### src/sac_pkg.sv
`default_nettype none
package sac_pkg;
	// ==========================================================
	// register offsets
	localparam logic [7:0] OFS_GPIO0_LIMITS  = 8'h19;
	localparam logic [7:0] OFS_GPIO1_LIMITS  = 8'h1A;
	localparam logic [7:0] OFS_TEMP_LIMITS   = 8'h1B;
	localparam logic [7:0] OFS_CSI_ALARM_EN  = 8'h1C;
	localparam logic [7:0] OFS_LIMIT_ALARM_EN = 8'h1D;
	localparam logic [7:0] OFS_BC_ALARM_EN   = 8'h1E;
	localparam logic [7:0] OFS_LANE_SWAP     = 8'h20;
	localparam logic [7:0] OFS_LP_SWAP       = 8'h21;
	localparam logic [7:0] OFS_HS_RX_DEBUG   = 8'h22;
	localparam logic [7:0] OFS_LP_RX_DEBUG   = 8'h23;
	localparam logic [7:0] OFS_TERM_DEBUG    = 8'h24;
	localparam logic [7:0] OFS_HDR_CTRL      = 8'h31;
	localparam logic [7:0] OFS_SENSE_SELECT  = 8'h38;
	localparam logic [7:0] OFS_CSI_STATUS    = 8'h39;
	localparam logic [7:0] OFS_LIMIT_STATUS  = 8'h3A;
	localparam logic [7:0] OFS_BC_STATUS     = 8'h3B;
	localparam logic [7:0] OFS_CSI_MASK      = 8'h3C;
	localparam logic [7:0] OFS_LIMIT_MASK    = 8'h3D;
	localparam logic [7:0] OFS_BC_MASK       = 8'h3E;
	localparam logic [7:0] OFS_LIVE_STATE    = 8'h3F;
	localparam logic [7:0] OFS_HDR_ID        = 8'h40;
	localparam logic [7:0] OFS_HDR_COUNT_LO  = 8'h41;
	localparam logic [7:0] OFS_HDR_COUNT_HI  = 8'h42;
	// ==========================================================
	// field positions
	localparam int UPPER_LSB   = 4;
	localparam int LOWER_LSB   = 0;
	localparam int LIMIT_W     = 3;
	localparam int CLK_SWAP_BIT = 4;
	localparam int HDR_SEL_LSB = 6;
	localparam int HDR_FIXED_BIT = 5;
	localparam int HDR_PERVC_BIT = 4;
	localparam int SETTLE_LSB  = 0;
	localparam int VC_LSB      = 6;
	localparam int TEMP_EN_BIT = 2;
	// ==========================================================
	// reset values
	localparam logic [7:0] RST_LIMITS   = 8'h62;
	localparam logic [7:0] RST_CSI_EN   = 8'h3F;
	localparam logic [7:0] RST_LIMIT_EN = 8'h00;
	localparam logic [7:0] RST_BC_EN    = 8'h00;
	localparam logic [7:0] RST_HDR_CTRL = 8'h20;
	localparam logic [7:0] RST_SENSE_SEL = 8'h04;
	// ==========================================================
	// timing
	localparam int CLK_MHZ        = 125;
	localparam int SETTLE_STEP_US = 100;
	localparam int SETTLE_STEP_CYC = SETTLE_STEP_US * CLK_MHZ;
	localparam int SETTLE_CNT_W   = 20;
	// gpio sense selection codes
	typedef enum logic [1:0] {
		SAC_SENSE_NONE, SAC_SENSE_GPIO0, SAC_SENSE_GPIO1, SAC_SENSE_BOTH
	} sac_sense_t;
endpackage : sac_pkg
`default_nettype wire

### src/sac_alarm_config.sv
`default_nettype none
module sac_alarm_config
	import sac_pkg::*;
#(
	parameter int unsigned SETTLE_STEP = SETTLE_STEP_CYC
) (
	// clock, reset and register port
	input  wire logic        ref_clk,
	input  wire logic        rst_b,
	input  wire logic [7:0]  regAddr,
	input  wire logic [7:0]  regWrData,
	input  wire logic        regWrStb,
	input  wire logic        regRdStb,
	output logic      [7:0]  regRdData,
	// measurement samples, same clock domain
	input  wire logic        sampleValid,
	input  wire logic [2:0]  gpio0Reading,
	input  wire logic [2:0]  gpio1Reading,
	input  wire logic [2:0]  tempReading,
	// error pulses from link and back channel
	input  wire logic [5:0]  csiErrEvt,
	input  wire logic [1:0]  bcErrEvt,
	// packet headers from the receiver
	input  wire logic        hdrValid,
	input  wire logic [23:0] hdrReceived,
	input  wire logic [23:0] hdrCorrected,
	// lane pins, outside the clock domain
	input  wire logic [4:0]  hsLaneIn,
	input  wire logic [4:0]  lpLaneP,
	input  wire logic [4:0]  lpLaneN,
	// lane results after swap; lp lanes are also held until settle
	output logic      [4:0]  hsLaneOut,
	output logic      [4:0]  lpStateP,
	output logic      [4:0]  lpStateN,
	output logic             settleDone,
	// debug register copies
	output logic      [6:0]  hsRxDebug,
	output logic      [6:0]  lpRxDebug,
	output logic      [7:0]  termDebug,
	// live limit levels and interrupt
	output logic             gpio1HighStatus,
	output logic             gpio1LowStatus,
	output logic             temperatureHighStatus,
	output logic             irq
);
	// ==========================================================
	// parameter check
	// the step counter is SETTLE_CNT_W bits wide, so a longer
	// step cannot be counted and a zero step would wrap to the full counter range
	if (SETTLE_STEP < 1 || SETTLE_STEP >= (1 << SETTLE_CNT_W)) begin : g_bad_step
		$error("SETTLE_STEP out of range");
	end

	localparam logic [SETTLE_CNT_W-1:0] STEP_LAST = SETTLE_CNT_W'(SETTLE_STEP - 1);

	// ==========================================================
	// state
	// every flop of the block lives in this one struct
	// limits: packed upper field 6:4, lower field 2:0
	// enables: one bit per alarm, same layout as status
	// status: sticky, cleared by writing a one
	// masks: route status bits to the interrupt
	// liveFlags: last comparison, follows sense select
	// hdrLast / hdrPerVc: single slot or one per channel
	// hsSync1 / hsSync2: two stage pin synchroniser
	typedef struct packed {
		logic [7:0]       gpio0Limits;
		logic [7:0]       gpio1Limits;
		logic [7:0]       tempLimits;
		logic [5:0]       csiEn;
		logic [5:0]       limitEn;
		logic [1:0]       bcEn;
		logic [4:0]       laneSwap;
		logic [4:0]       lpSwap;
		logic [6:0]       hsDbg;
		logic [6:0]       lpDbg;
		logic [7:0]       termDbg;
		logic [7:0]       hdrCtrl;
		logic [2:0]       senseSel;
		logic [5:0]       csiStat;
		logic [5:0]       limitStat;
		logic [1:0]       bcStat;
		logic [5:0]       csiMask;
		logic [5:0]       limitMask;
		logic [1:0]       bcMask;
		logic [5:0]       liveFlags;
		logic [23:0]      hdrLast;
		logic [3:0][23:0] hdrPerVc;
		logic [14:0]      hsSync1;
		logic [14:0]      hsSync2;
		logic [4:0]       hsOut;
		logic [4:0]       lpP;
		logic [4:0]       lpN;
		logic [SETTLE_CNT_W-1:0] stepCnt;
		logic [2:0]       stepNum;
		logic             settled;
		logic [7:0]       rdData;
	} sac_state_t;

	sac_state_t cur_ff;
	sac_state_t nxt_cur;

	// ==========================================================
	// helpers
	// address match, kept as a function so every
	// decode in the write path reads the same way
	// reserved address bits are not ignored: an
	// alias of a register would hide software bugs
	function automatic logic isAddr(input logic [7:0] a, input logic [7:0] ofs);
		isAddr = (a == ofs);
	endfunction : isAddr

	// over and under test of a reading against packed limits, bit1 over, bit0 under
	function automatic logic [1:0] limitCheck(input logic [2:0] rd, input logic [7:0] lim);
		limitCheck[1] = rd > lim[UPPER_LSB +: LIMIT_W];
		limitCheck[0] = rd < lim[LOWER_LSB +: LIMIT_W];
	endfunction : limitCheck

	logic [1:0] gpio0Cmp;
	logic [1:0] gpio1Cmp;
	logic [1:0] tempCmp;
	logic       gpio0On;
	logic       gpio1On;
	logic       tempOn;
	logic [5:0] limitRaw;
	logic [5:0] limitEvt;
	logic [5:0] csiEvt;
	logic [1:0] bcEvt;
	logic [1:0] hdrVc;
	logic [23:0] hdrView;
	logic       wr;
	logic [23:0] hdrPick;

	// ==========================================================
	// event detection and enables
	// comparisons are strict: a reading equal to a
	// limit raises nothing, so limit 7 over and
	// limit 0 under can never fire
	// sense select gates the raw flags, the alarm
	// enables gate only the sticky events
	always_comb begin
		gpio0Cmp = limitCheck(gpio0Reading, cur_ff.gpio0Limits);
		gpio1Cmp = limitCheck(gpio1Reading, cur_ff.gpio1Limits);
		tempCmp  = limitCheck(tempReading, cur_ff.tempLimits);
		gpio0On  = cur_ff.senseSel[0];
		gpio1On  = cur_ff.senseSel[1];
		tempOn   = cur_ff.senseSel[TEMP_EN_BIT];
		limitRaw = {tempCmp & {2{tempOn}}, gpio1Cmp & {2{gpio1On}}, gpio0Cmp & {2{gpio0On}}};
		limitEvt = limitRaw & cur_ff.limitEn & {6{sampleValid}};
		csiEvt   = csiErrEvt & cur_ff.csiEn;
		bcEvt    = bcErrEvt & cur_ff.bcEn;
		hdrVc    = hdrReceived[VC_LSB +: 2];
		hdrView  = cur_ff.hdrCtrl[HDR_FIXED_BIT] ? hdrCorrected : hdrReceived;
		wr       = regWrStb;
		hdrPick  = hdrSel(cur_ff);
	end

	// ==========================================================
	// next state
	always_comb begin
		nxt_cur = cur_ff;

		// register writes
		// reserved bits are masked here so they read
		// back as zero; status writes only clear bits
		// unmapped addresses fall through and change
		// nothing, and a write lands at its own edge
		// so a read right after sees the new value
		if (wr) begin
			if (isAddr(regAddr, OFS_GPIO0_LIMITS))   nxt_cur.gpio0Limits = regWrData & 8'h77;
			if (isAddr(regAddr, OFS_GPIO1_LIMITS))   nxt_cur.gpio1Limits = regWrData & 8'h77;
			if (isAddr(regAddr, OFS_TEMP_LIMITS))    nxt_cur.tempLimits = regWrData & 8'h77;
			if (isAddr(regAddr, OFS_CSI_ALARM_EN))   nxt_cur.csiEn = regWrData[5:0];
			if (isAddr(regAddr, OFS_LIMIT_ALARM_EN)) nxt_cur.limitEn = regWrData[5:0];
			if (isAddr(regAddr, OFS_BC_ALARM_EN))    nxt_cur.bcEn = regWrData[1:0];
			if (isAddr(regAddr, OFS_LANE_SWAP))      nxt_cur.laneSwap = regWrData[4:0];
			if (isAddr(regAddr, OFS_LP_SWAP))        nxt_cur.lpSwap = regWrData[4:0];
			if (isAddr(regAddr, OFS_HS_RX_DEBUG))    nxt_cur.hsDbg = regWrData[6:0];
			if (isAddr(regAddr, OFS_LP_RX_DEBUG))    nxt_cur.lpDbg = regWrData[6:0];
			if (isAddr(regAddr, OFS_TERM_DEBUG))     nxt_cur.termDbg = regWrData;
			if (isAddr(regAddr, OFS_HDR_CTRL))       nxt_cur.hdrCtrl = regWrData & 8'hF7;
			if (isAddr(regAddr, OFS_SENSE_SELECT))   nxt_cur.senseSel = regWrData[2:0];
			if (isAddr(regAddr, OFS_CSI_MASK))       nxt_cur.csiMask = regWrData[5:0];
			if (isAddr(regAddr, OFS_LIMIT_MASK))     nxt_cur.limitMask = regWrData[5:0];
			if (isAddr(regAddr, OFS_BC_MASK))        nxt_cur.bcMask = regWrData[1:0];
			if (isAddr(regAddr, OFS_CSI_STATUS))     nxt_cur.csiStat = cur_ff.csiStat & ~regWrData[5:0];
			if (isAddr(regAddr, OFS_LIMIT_STATUS))
				nxt_cur.limitStat = cur_ff.limitStat & ~regWrData[5:0];
			if (isAddr(regAddr, OFS_BC_STATUS))      nxt_cur.bcStat = cur_ff.bcStat & ~regWrData[1:0];
		end

		// sticky alarm status, a new event wins over a clear in the same cycle
		// or-ing after the write path means an event
		// in the clearing cycle is never lost
		// limit events only count on a sample strobe
		nxt_cur.csiStat   = nxt_cur.csiStat | csiEvt;
		nxt_cur.limitStat = nxt_cur.limitStat | limitEvt;
		nxt_cur.bcStat    = nxt_cur.bcStat | bcEvt;

		// live limit flags refreshed on each sample
		if (sampleValid) begin
			nxt_cur.liveFlags = limitRaw;
		end

		// header capture
		// the channel comes from the raw header even
		// when the corrected view is stored, so one
		// header with a corrected channel field can land in the wrong slot
		// slots hold their value until overwritten
		if (hdrValid) begin
			if (cur_ff.hdrCtrl[HDR_PERVC_BIT]) begin
				nxt_cur.hdrPerVc[hdrVc] = hdrView;
			end else begin
				nxt_cur.hdrLast = hdrView;
			end
		end

		// pin synchronisers, two stages
		// bits 4:0 high speed, 9:5 lp p, 14:10 lp n
		// only the second stage feeds logic; lanes are
		// synchronised bit by bit, so a multi-bit
		// change may show for one cycle as mixed
		nxt_cur.hsSync1 = {lpLaneN, lpLaneP, hsLaneIn};
		nxt_cur.hsSync2 = cur_ff.hsSync1;

		// high speed inversion per lane
		nxt_cur.hsOut = cur_ff.hsSync2[4:0] ^ cur_ff.laneSwap;

		// low power p/n exchange, held at stop state while settling
		// while settling both lines read high, the
		// stop state, so downstream logic sees no
		// control sequence from a lane still waking
		// after settle each lane swaps p and n alone
		for (int i = 0; i < 5; i++) begin
			if (!cur_ff.settled) begin
				nxt_cur.lpP[i] = 1'b1;
				nxt_cur.lpN[i] = 1'b1;
			end else if (cur_ff.lpSwap[i]) begin
				nxt_cur.lpP[i] = cur_ff.hsSync2[10 + i];
				nxt_cur.lpN[i] = cur_ff.hsSync2[5 + i];
			end else begin
				nxt_cur.lpP[i] = cur_ff.hsSync2[5 + i];
				nxt_cur.lpN[i] = cur_ff.hsSync2[10 + i];
			end
		end

		// settle timer after reset, code plus one steps
		// stepCnt counts clocks inside one step,
		// stepNum counts finished steps
		// the code is read live, so a write during
		// settling moves the end point; a code below
		// the steps already done ends at the next step
		// once settled the timer stops until reset
		if (!cur_ff.settled) begin
			if (cur_ff.stepCnt == STEP_LAST) begin
				nxt_cur.stepCnt = '0;
				if (cur_ff.stepNum >= cur_ff.hdrCtrl[SETTLE_LSB +: 3]) begin
					nxt_cur.settled = 1'b1;
				end else begin
					nxt_cur.stepNum = cur_ff.stepNum + 3'h1;
				end
			end else begin
				nxt_cur.stepCnt = cur_ff.stepCnt + SETTLE_CNT_W'(1);
			end
		end

		// read data, valid the cycle after the strobe
		// the register returns to zero after one
		// cycle so stale data never reads as valid
		// header bytes: id, word count low, high
		nxt_cur.rdData = 8'h00;
		if (regRdStb) begin
			case (regAddr)
				OFS_GPIO0_LIMITS:   nxt_cur.rdData = cur_ff.gpio0Limits;
				OFS_GPIO1_LIMITS:   nxt_cur.rdData = cur_ff.gpio1Limits;
				OFS_TEMP_LIMITS:    nxt_cur.rdData = cur_ff.tempLimits;
				OFS_CSI_ALARM_EN:   nxt_cur.rdData = {2'h0, cur_ff.csiEn};
				OFS_LIMIT_ALARM_EN: nxt_cur.rdData = {2'h0, cur_ff.limitEn};
				OFS_BC_ALARM_EN:    nxt_cur.rdData = {6'h00, cur_ff.bcEn};
				OFS_LANE_SWAP:      nxt_cur.rdData = {3'h0, cur_ff.laneSwap};
				OFS_LP_SWAP:        nxt_cur.rdData = {3'h0, cur_ff.lpSwap};
				OFS_HS_RX_DEBUG:    nxt_cur.rdData = {1'h0, cur_ff.hsDbg};
				OFS_LP_RX_DEBUG:    nxt_cur.rdData = {1'h0, cur_ff.lpDbg};
				OFS_TERM_DEBUG:     nxt_cur.rdData = cur_ff.termDbg;
				OFS_HDR_CTRL:       nxt_cur.rdData = cur_ff.hdrCtrl;
				OFS_SENSE_SELECT:   nxt_cur.rdData = {5'h00, cur_ff.senseSel};
				OFS_CSI_STATUS:     nxt_cur.rdData = {2'h0, cur_ff.csiStat};
				OFS_LIMIT_STATUS:   nxt_cur.rdData = {2'h0, cur_ff.limitStat};
				OFS_BC_STATUS:      nxt_cur.rdData = {6'h00, cur_ff.bcStat};
				OFS_CSI_MASK:       nxt_cur.rdData = {2'h0, cur_ff.csiMask};
				OFS_LIMIT_MASK:     nxt_cur.rdData = {2'h0, cur_ff.limitMask};
				OFS_BC_MASK:        nxt_cur.rdData = {6'h00, cur_ff.bcMask};
				OFS_LIVE_STATE:     nxt_cur.rdData = {cur_ff.settled, 1'b0, cur_ff.liveFlags};
				OFS_HDR_ID:         nxt_cur.rdData = hdrPick[7:0];
				OFS_HDR_COUNT_LO:   nxt_cur.rdData = hdrPick[15:8];
				OFS_HDR_COUNT_HI:   nxt_cur.rdData = hdrPick[23:16];
				default:            nxt_cur.rdData = 8'h00;
			endcase
		end
	end

	// selected header: channel select only applies with per-channel capture
	function automatic logic [23:0] hdrSel(input sac_state_t s);
		if (s.hdrCtrl[HDR_PERVC_BIT])
			hdrSel = s.hdrPerVc[s.hdrCtrl[HDR_SEL_LSB +: 2]];
		else
			hdrSel = s.hdrLast;
	endfunction : hdrSel

	// ==========================================================
	// state register
	// reset clears everything, then loads the
	// documented non-zero defaults; lp lines
	// start in stop state so no false control
	// sequence appears at reset release
	always_ff @(posedge ref_clk or negedge rst_b) begin
		if (!rst_b) begin
			cur_ff             <= '0;
			cur_ff.gpio0Limits <= RST_LIMITS;
			cur_ff.gpio1Limits <= RST_LIMITS;
			cur_ff.tempLimits  <= RST_LIMITS;
			cur_ff.csiEn       <= RST_CSI_EN[5:0];
			cur_ff.limitEn     <= RST_LIMIT_EN[5:0];
			cur_ff.bcEn        <= RST_BC_EN[1:0];
			cur_ff.hdrCtrl     <= RST_HDR_CTRL;
			cur_ff.senseSel    <= RST_SENSE_SEL[2:0];
			cur_ff.lpP         <= 5'h1F;
			cur_ff.lpN         <= 5'h1F;
		end else begin
			cur_ff <= nxt_cur;
		end
	end

	// ==========================================================
	// outputs
	// every output except irq comes straight from a flop
	// debug copies are for bench work only and
	// should stay zero in normal operation
	// the interrupt is a level: it drops only
	// when status is cleared or masked off
	assign regRdData             = cur_ff.rdData;
	assign hsLaneOut             = cur_ff.hsOut;
	assign lpStateP              = cur_ff.lpP;
	assign lpStateN              = cur_ff.lpN;
	assign settleDone            = cur_ff.settled;
	assign hsRxDebug             = cur_ff.hsDbg;
	assign lpRxDebug             = cur_ff.lpDbg;
	assign termDebug             = cur_ff.termDbg;
	assign gpio1HighStatus       = cur_ff.liveFlags[3];
	assign gpio1LowStatus        = cur_ff.liveFlags[2];
	assign temperatureHighStatus = cur_ff.liveFlags[5];
	assign irq = |(cur_ff.csiStat & cur_ff.csiMask) | |(cur_ff.limitStat & cur_ff.limitMask)
		| |(cur_ff.bcStat & cur_ff.bcMask);
endmodule : sac_alarm_config
`default_nettype wire

### config.mk
export PLATFORM = sky130hd
export DESIGN_NAME = sac_alarm_config
export DESIGN_NICKNAME = d
export VERILOG_FILES = /design/src/sac_pkg.sv /design/src/sac_alarm_config.sv
export SDC_FILE = /design/constraint.sdc
export NUM_CORES = 1
export LEC_CHECK = 0
export BUFFER_PORTS_ARGS = -buffer_cell sky130_fd_sc_hd__buf_2
export CORE_MARGIN = 4
export CORE_UTILIZATION = 40
export CTS_CLUSTER_DIAMETER = 150
export DETAILED_ROUTE_END_ITERATION = 8
export GPL_TIMING_DRIVEN = 0
export SYNTH_ARGS = -nofsm -noshare
export SYNTH_HDL_FRONTEND = slang
export SYNTH_SLANG_ARGS = --single-unit
export TNS_END_PERCENT = 20
### constraint.sdc
create_clock -name ref_clk -period 2.2 [get_ports ref_clk]
set_input_delay 0.22 -clock ref_clk [delete_from_list [all_inputs] [get_ports ref_clk]]
set_output_delay 0.22 -clock ref_clk [all_outputs]
set_load 0.01 [all_outputs]
==> results.toml <==
[place]
dpl.hpwl_um = 31800
dp_slack_ns = -0.608
port_buffers = 147
gp_congestion = 0.976
placed_area_mm2 = 0.0158

[critical_path]
regToRegSetupSlack_ns = -0.03
max_stage_delay_ns = 0.52
r2r-start = "cur_ff[240]"
path_delay_family = "multiplexers"
cp_max_fo = 10
path_cells = "buf_6 -> buf_12 -> mux4_2 -> mux2i_2 -> nor2_1 -> a211oi_2 -> a41oi_2"
cp.arrival_ns = 2.56
cp_slowest_cell = "mux4_2"
end_kind = "flip-flop"
cp.required_ns = 2.53
crit_buf_inv = 2
reg2reg_to = "regRdData[2]"
worstRegToRegCells = 7
critPathLaunchType = "flip-flop"
critPathKind = "reg -> reg"

[clock_tree]
cts_buffer_depth = 3
cts_tree = "yes"
cts.sinks = 305
htreeDepth = 2
cts_buffers = 35
root_buffer = "clkbuf_16"
insertion_delay_ns = 0.52
path_clk_slew_ns = 0.06

[finish]
multi_input_area_mm2 = 0.00609
utilization_pct = 49.1
nets = 1635
register_area_mm2 = 0.00767
diodes = 0
fill_cells = 3265
drive_above_1_share_pct = 29.0
syn_to_final_growth_pct = 21.2
final_cell_area_mm2 = 0.0175

[floorplanning]
num_rows = 69
io_pins = 152
die-area_mm2 = 0.0391
start_util_pct = 40.5
die_w_um = 198
die_h_um = 198
core_area_mm2 = 0.0356

[route]
vias = 11200
drt_pass1_iterations = 5
drt-initial-drc-count = 905
post_drt_wl_per_cell_um = 22.4
ant_nets = 0
wl_um = 44800
remaining_drc_errors = 0
vias_per_cell = 5.60

[synth]
yosys.area_share.adder_pct = 1.74
yosysSeqAreaShare_pct = 53.2
synth_cells = 1297
synthMuxAreaShare_pct = 14.8
syn_nets = 1419
synth_top_area_share_pct = 48.3
synth-xor-area-share_pct = 1.22
ys.warnings.count = 0
synth_edf_count = 0
synthArstFlopShare_pct = 100
synthTopCellsByArea = "dfrtp_1, mux2_2, dfstp_2"
synthFlopType = "dfrtp_1"
synthSimpleGateAreaFrac_pct = 11.8
synth_compound_area_share_pct = 11.8
synth.avg_cell_area_um2 = 11.1
syn_area_mm2 = 0.0144
ys_ff_latch = 305
synth_cell_type_count = 63
synth_top_cell_by_area = "dfrtp_1"
synth_top_family_by_area = "multiplexers"

[sta]
setup_ws_ns = -0.0291
finalSetupViolations = 2
slew_headroom_pct = 38.4
period_share_pct = 101
finalHoldViolations = 0
finClkSkew_ns = 0.0188
period_needed_ns = 2.23
slew_violations = 0
max_freq_mhz = 449
finalSetupTns_ns = -0.0312
worst_pin_slew_ns = 0.919
rsz0062_at_grt = "true"

[pwr]
p_leak_uw = 0.00794
pwr-share-seq_pct = 45.6
p_per_area_mw_per_mm2 = 799
p_int_uw = 10500
pwr-share-comb_pct = 10.7
p_sw_uw = 3490
ir_drop_mv = 0.426
clkPwrFrac_pct = 43.6
p_sw_share_pct = 25.0

[status]
status = "finished, violations left"
violations = "setup timing"

[worst_hold_path]
whs_path_depth = 2
hold_class = "in -> reg"
hold_path.startpoint = "regWrData[4]"
holdPathEnd = "cur_ff[209]"

[global_route]
grt.overflow.total = 0
grt_pass1_vias = 11300
antenna_found_initial = 0
grt_max_degree = 118
grt_util_all_layers_pct = 22.6
grt_pass1_wl_um = 68400

[job]
maxCapViolations = 0
[worst max path at each step]
stage                            from           end  slack (ns)  depth (start not counted)
after detailed placement  cur_ff[241]  regRdData[2]       -0.61                          6
final                     cur_ff[240]  regRdData[2]       -0.03                          7
after CTS                 cur_ff[240]  regRdData[2]       -0.04                          7
after global placement          rst_b    cur_ff[73]       -4.89                          1
after floorplan           cur_ff[240]  regRdData[1]        0.34                          7
after global routing      cur_ff[238]   cur_ff[159]       -0.07                          6
[layer usage]
| layer | GRT usage, % | wire, µm | vias up |
|---|---|---|---|
| met3 | 3.74 | 3090 | 86 |
| met4 | 6.68 | 1340 | 0 |
| li1 | - | - | 5030 |
| met5 | 0 | 0 | - |
| met1 | 32.1 | 19500 | 5657 |
| met2 | 36.1 | 20900 | 417 |
[synthesized netlist by cell type (12+ instances only)]
cell type and instances:
buf_4 48, mux4_2 22, mux2i_1 69, inv_1 27, o22ai_1 12, ha_1 20
nand3_1 36, mux2_2 84, a22oi_1 16, dfrtp_1 278, nor2_1 64, buf_2 19
nand2_1 171, a22o_1 21, o21ai_0 125, a21oi_1 31, dfstp_2 27, clkbuf_1 47
nor2b_1 16
[registers in the layout (all words and copies together) (netlist names)]
| register | count |
|---|---|
| termDebug | 8 |
| settleDone | 1 |
| hsLaneOut | 5 |
| cur_ff | 256 |
| gpio1LowStatus | 1 |
| hsRxDebug | 7 |
| lpStateP | 5 |
| lpRxDebug | 7 |
| temperatureHighStatus | 1 |
| lpStateN | 5 |
| gpio1HighStatus | 1 |
| regRdData | 8 |
[cells in the final DEF, fill, tap and decap left out, drive strengths merged, types with 22 or more instances in the layout]
cell type,count
o21ai,125
clkbuf,102
mux4,22
buf,224
inv,28
dlygate4sd3,27
nand2,174
nor2,67
mux2,84
dfstp,27
dfrtp,278
a21oi,31
mux2i,69
nand3,39
[cells by family after synthesis]
group | Yosys count
DFF | 305
adders and majority gates | 20
xor gates and xnor gates | 20
AOI/OAI and AO/OA | 271
buffers and inverters | 148
muxes | 175
and+or+nand+nor | 358
[power groups by stage]
stage	Combinational, µW	Clock, µW	Sequential, µW
after floorplan	849	0	6330
final	1490	6090	6370
after CTS	1490	6180	6360
after global routing	1650	6430	6410
after detailed placement	1420	0	6450
after global placement	1370	0	6430
[timing repair]
action | CTS | global route
buffers inserted | 0 | 3
hold endpoints to repair | 108 | 0
endpoints found under the setup margin | 30 | 29
hold buffers | 27 | 0
pin swaps | 2 | 2
resized for setup | 30 | 9
[area by class of cell]
| class | count | share of cell area (%) |
|---|---|---|
| clock buffer | 53 | 6.16 |
| buffer | 121 | 4.07 |
| clock inverter | 10 | 0.817 |
| timing repair buffer | 179 | 6.26 |
| sequential | 305 | 43.9 |
| inverter | 27 | 0.580 |
| multi-input combinational | 844 | 34.9 |
| tap | 461 | 3.30 |
[per-stage QoR]
stage	total power [µW]	hold WS [ns]	cells
6_report	13900	0.0444	2000
3_3_place_gp	7810	0.330	1905
5_1_grt	14500	0.0446	2000
2_1_floorplan	7180	-0.0756	1297
4_1_cts	14000	0.0349	1997
3_5_place_dp	7870	0.287	1907
Power figures use the tool's default switching activity.
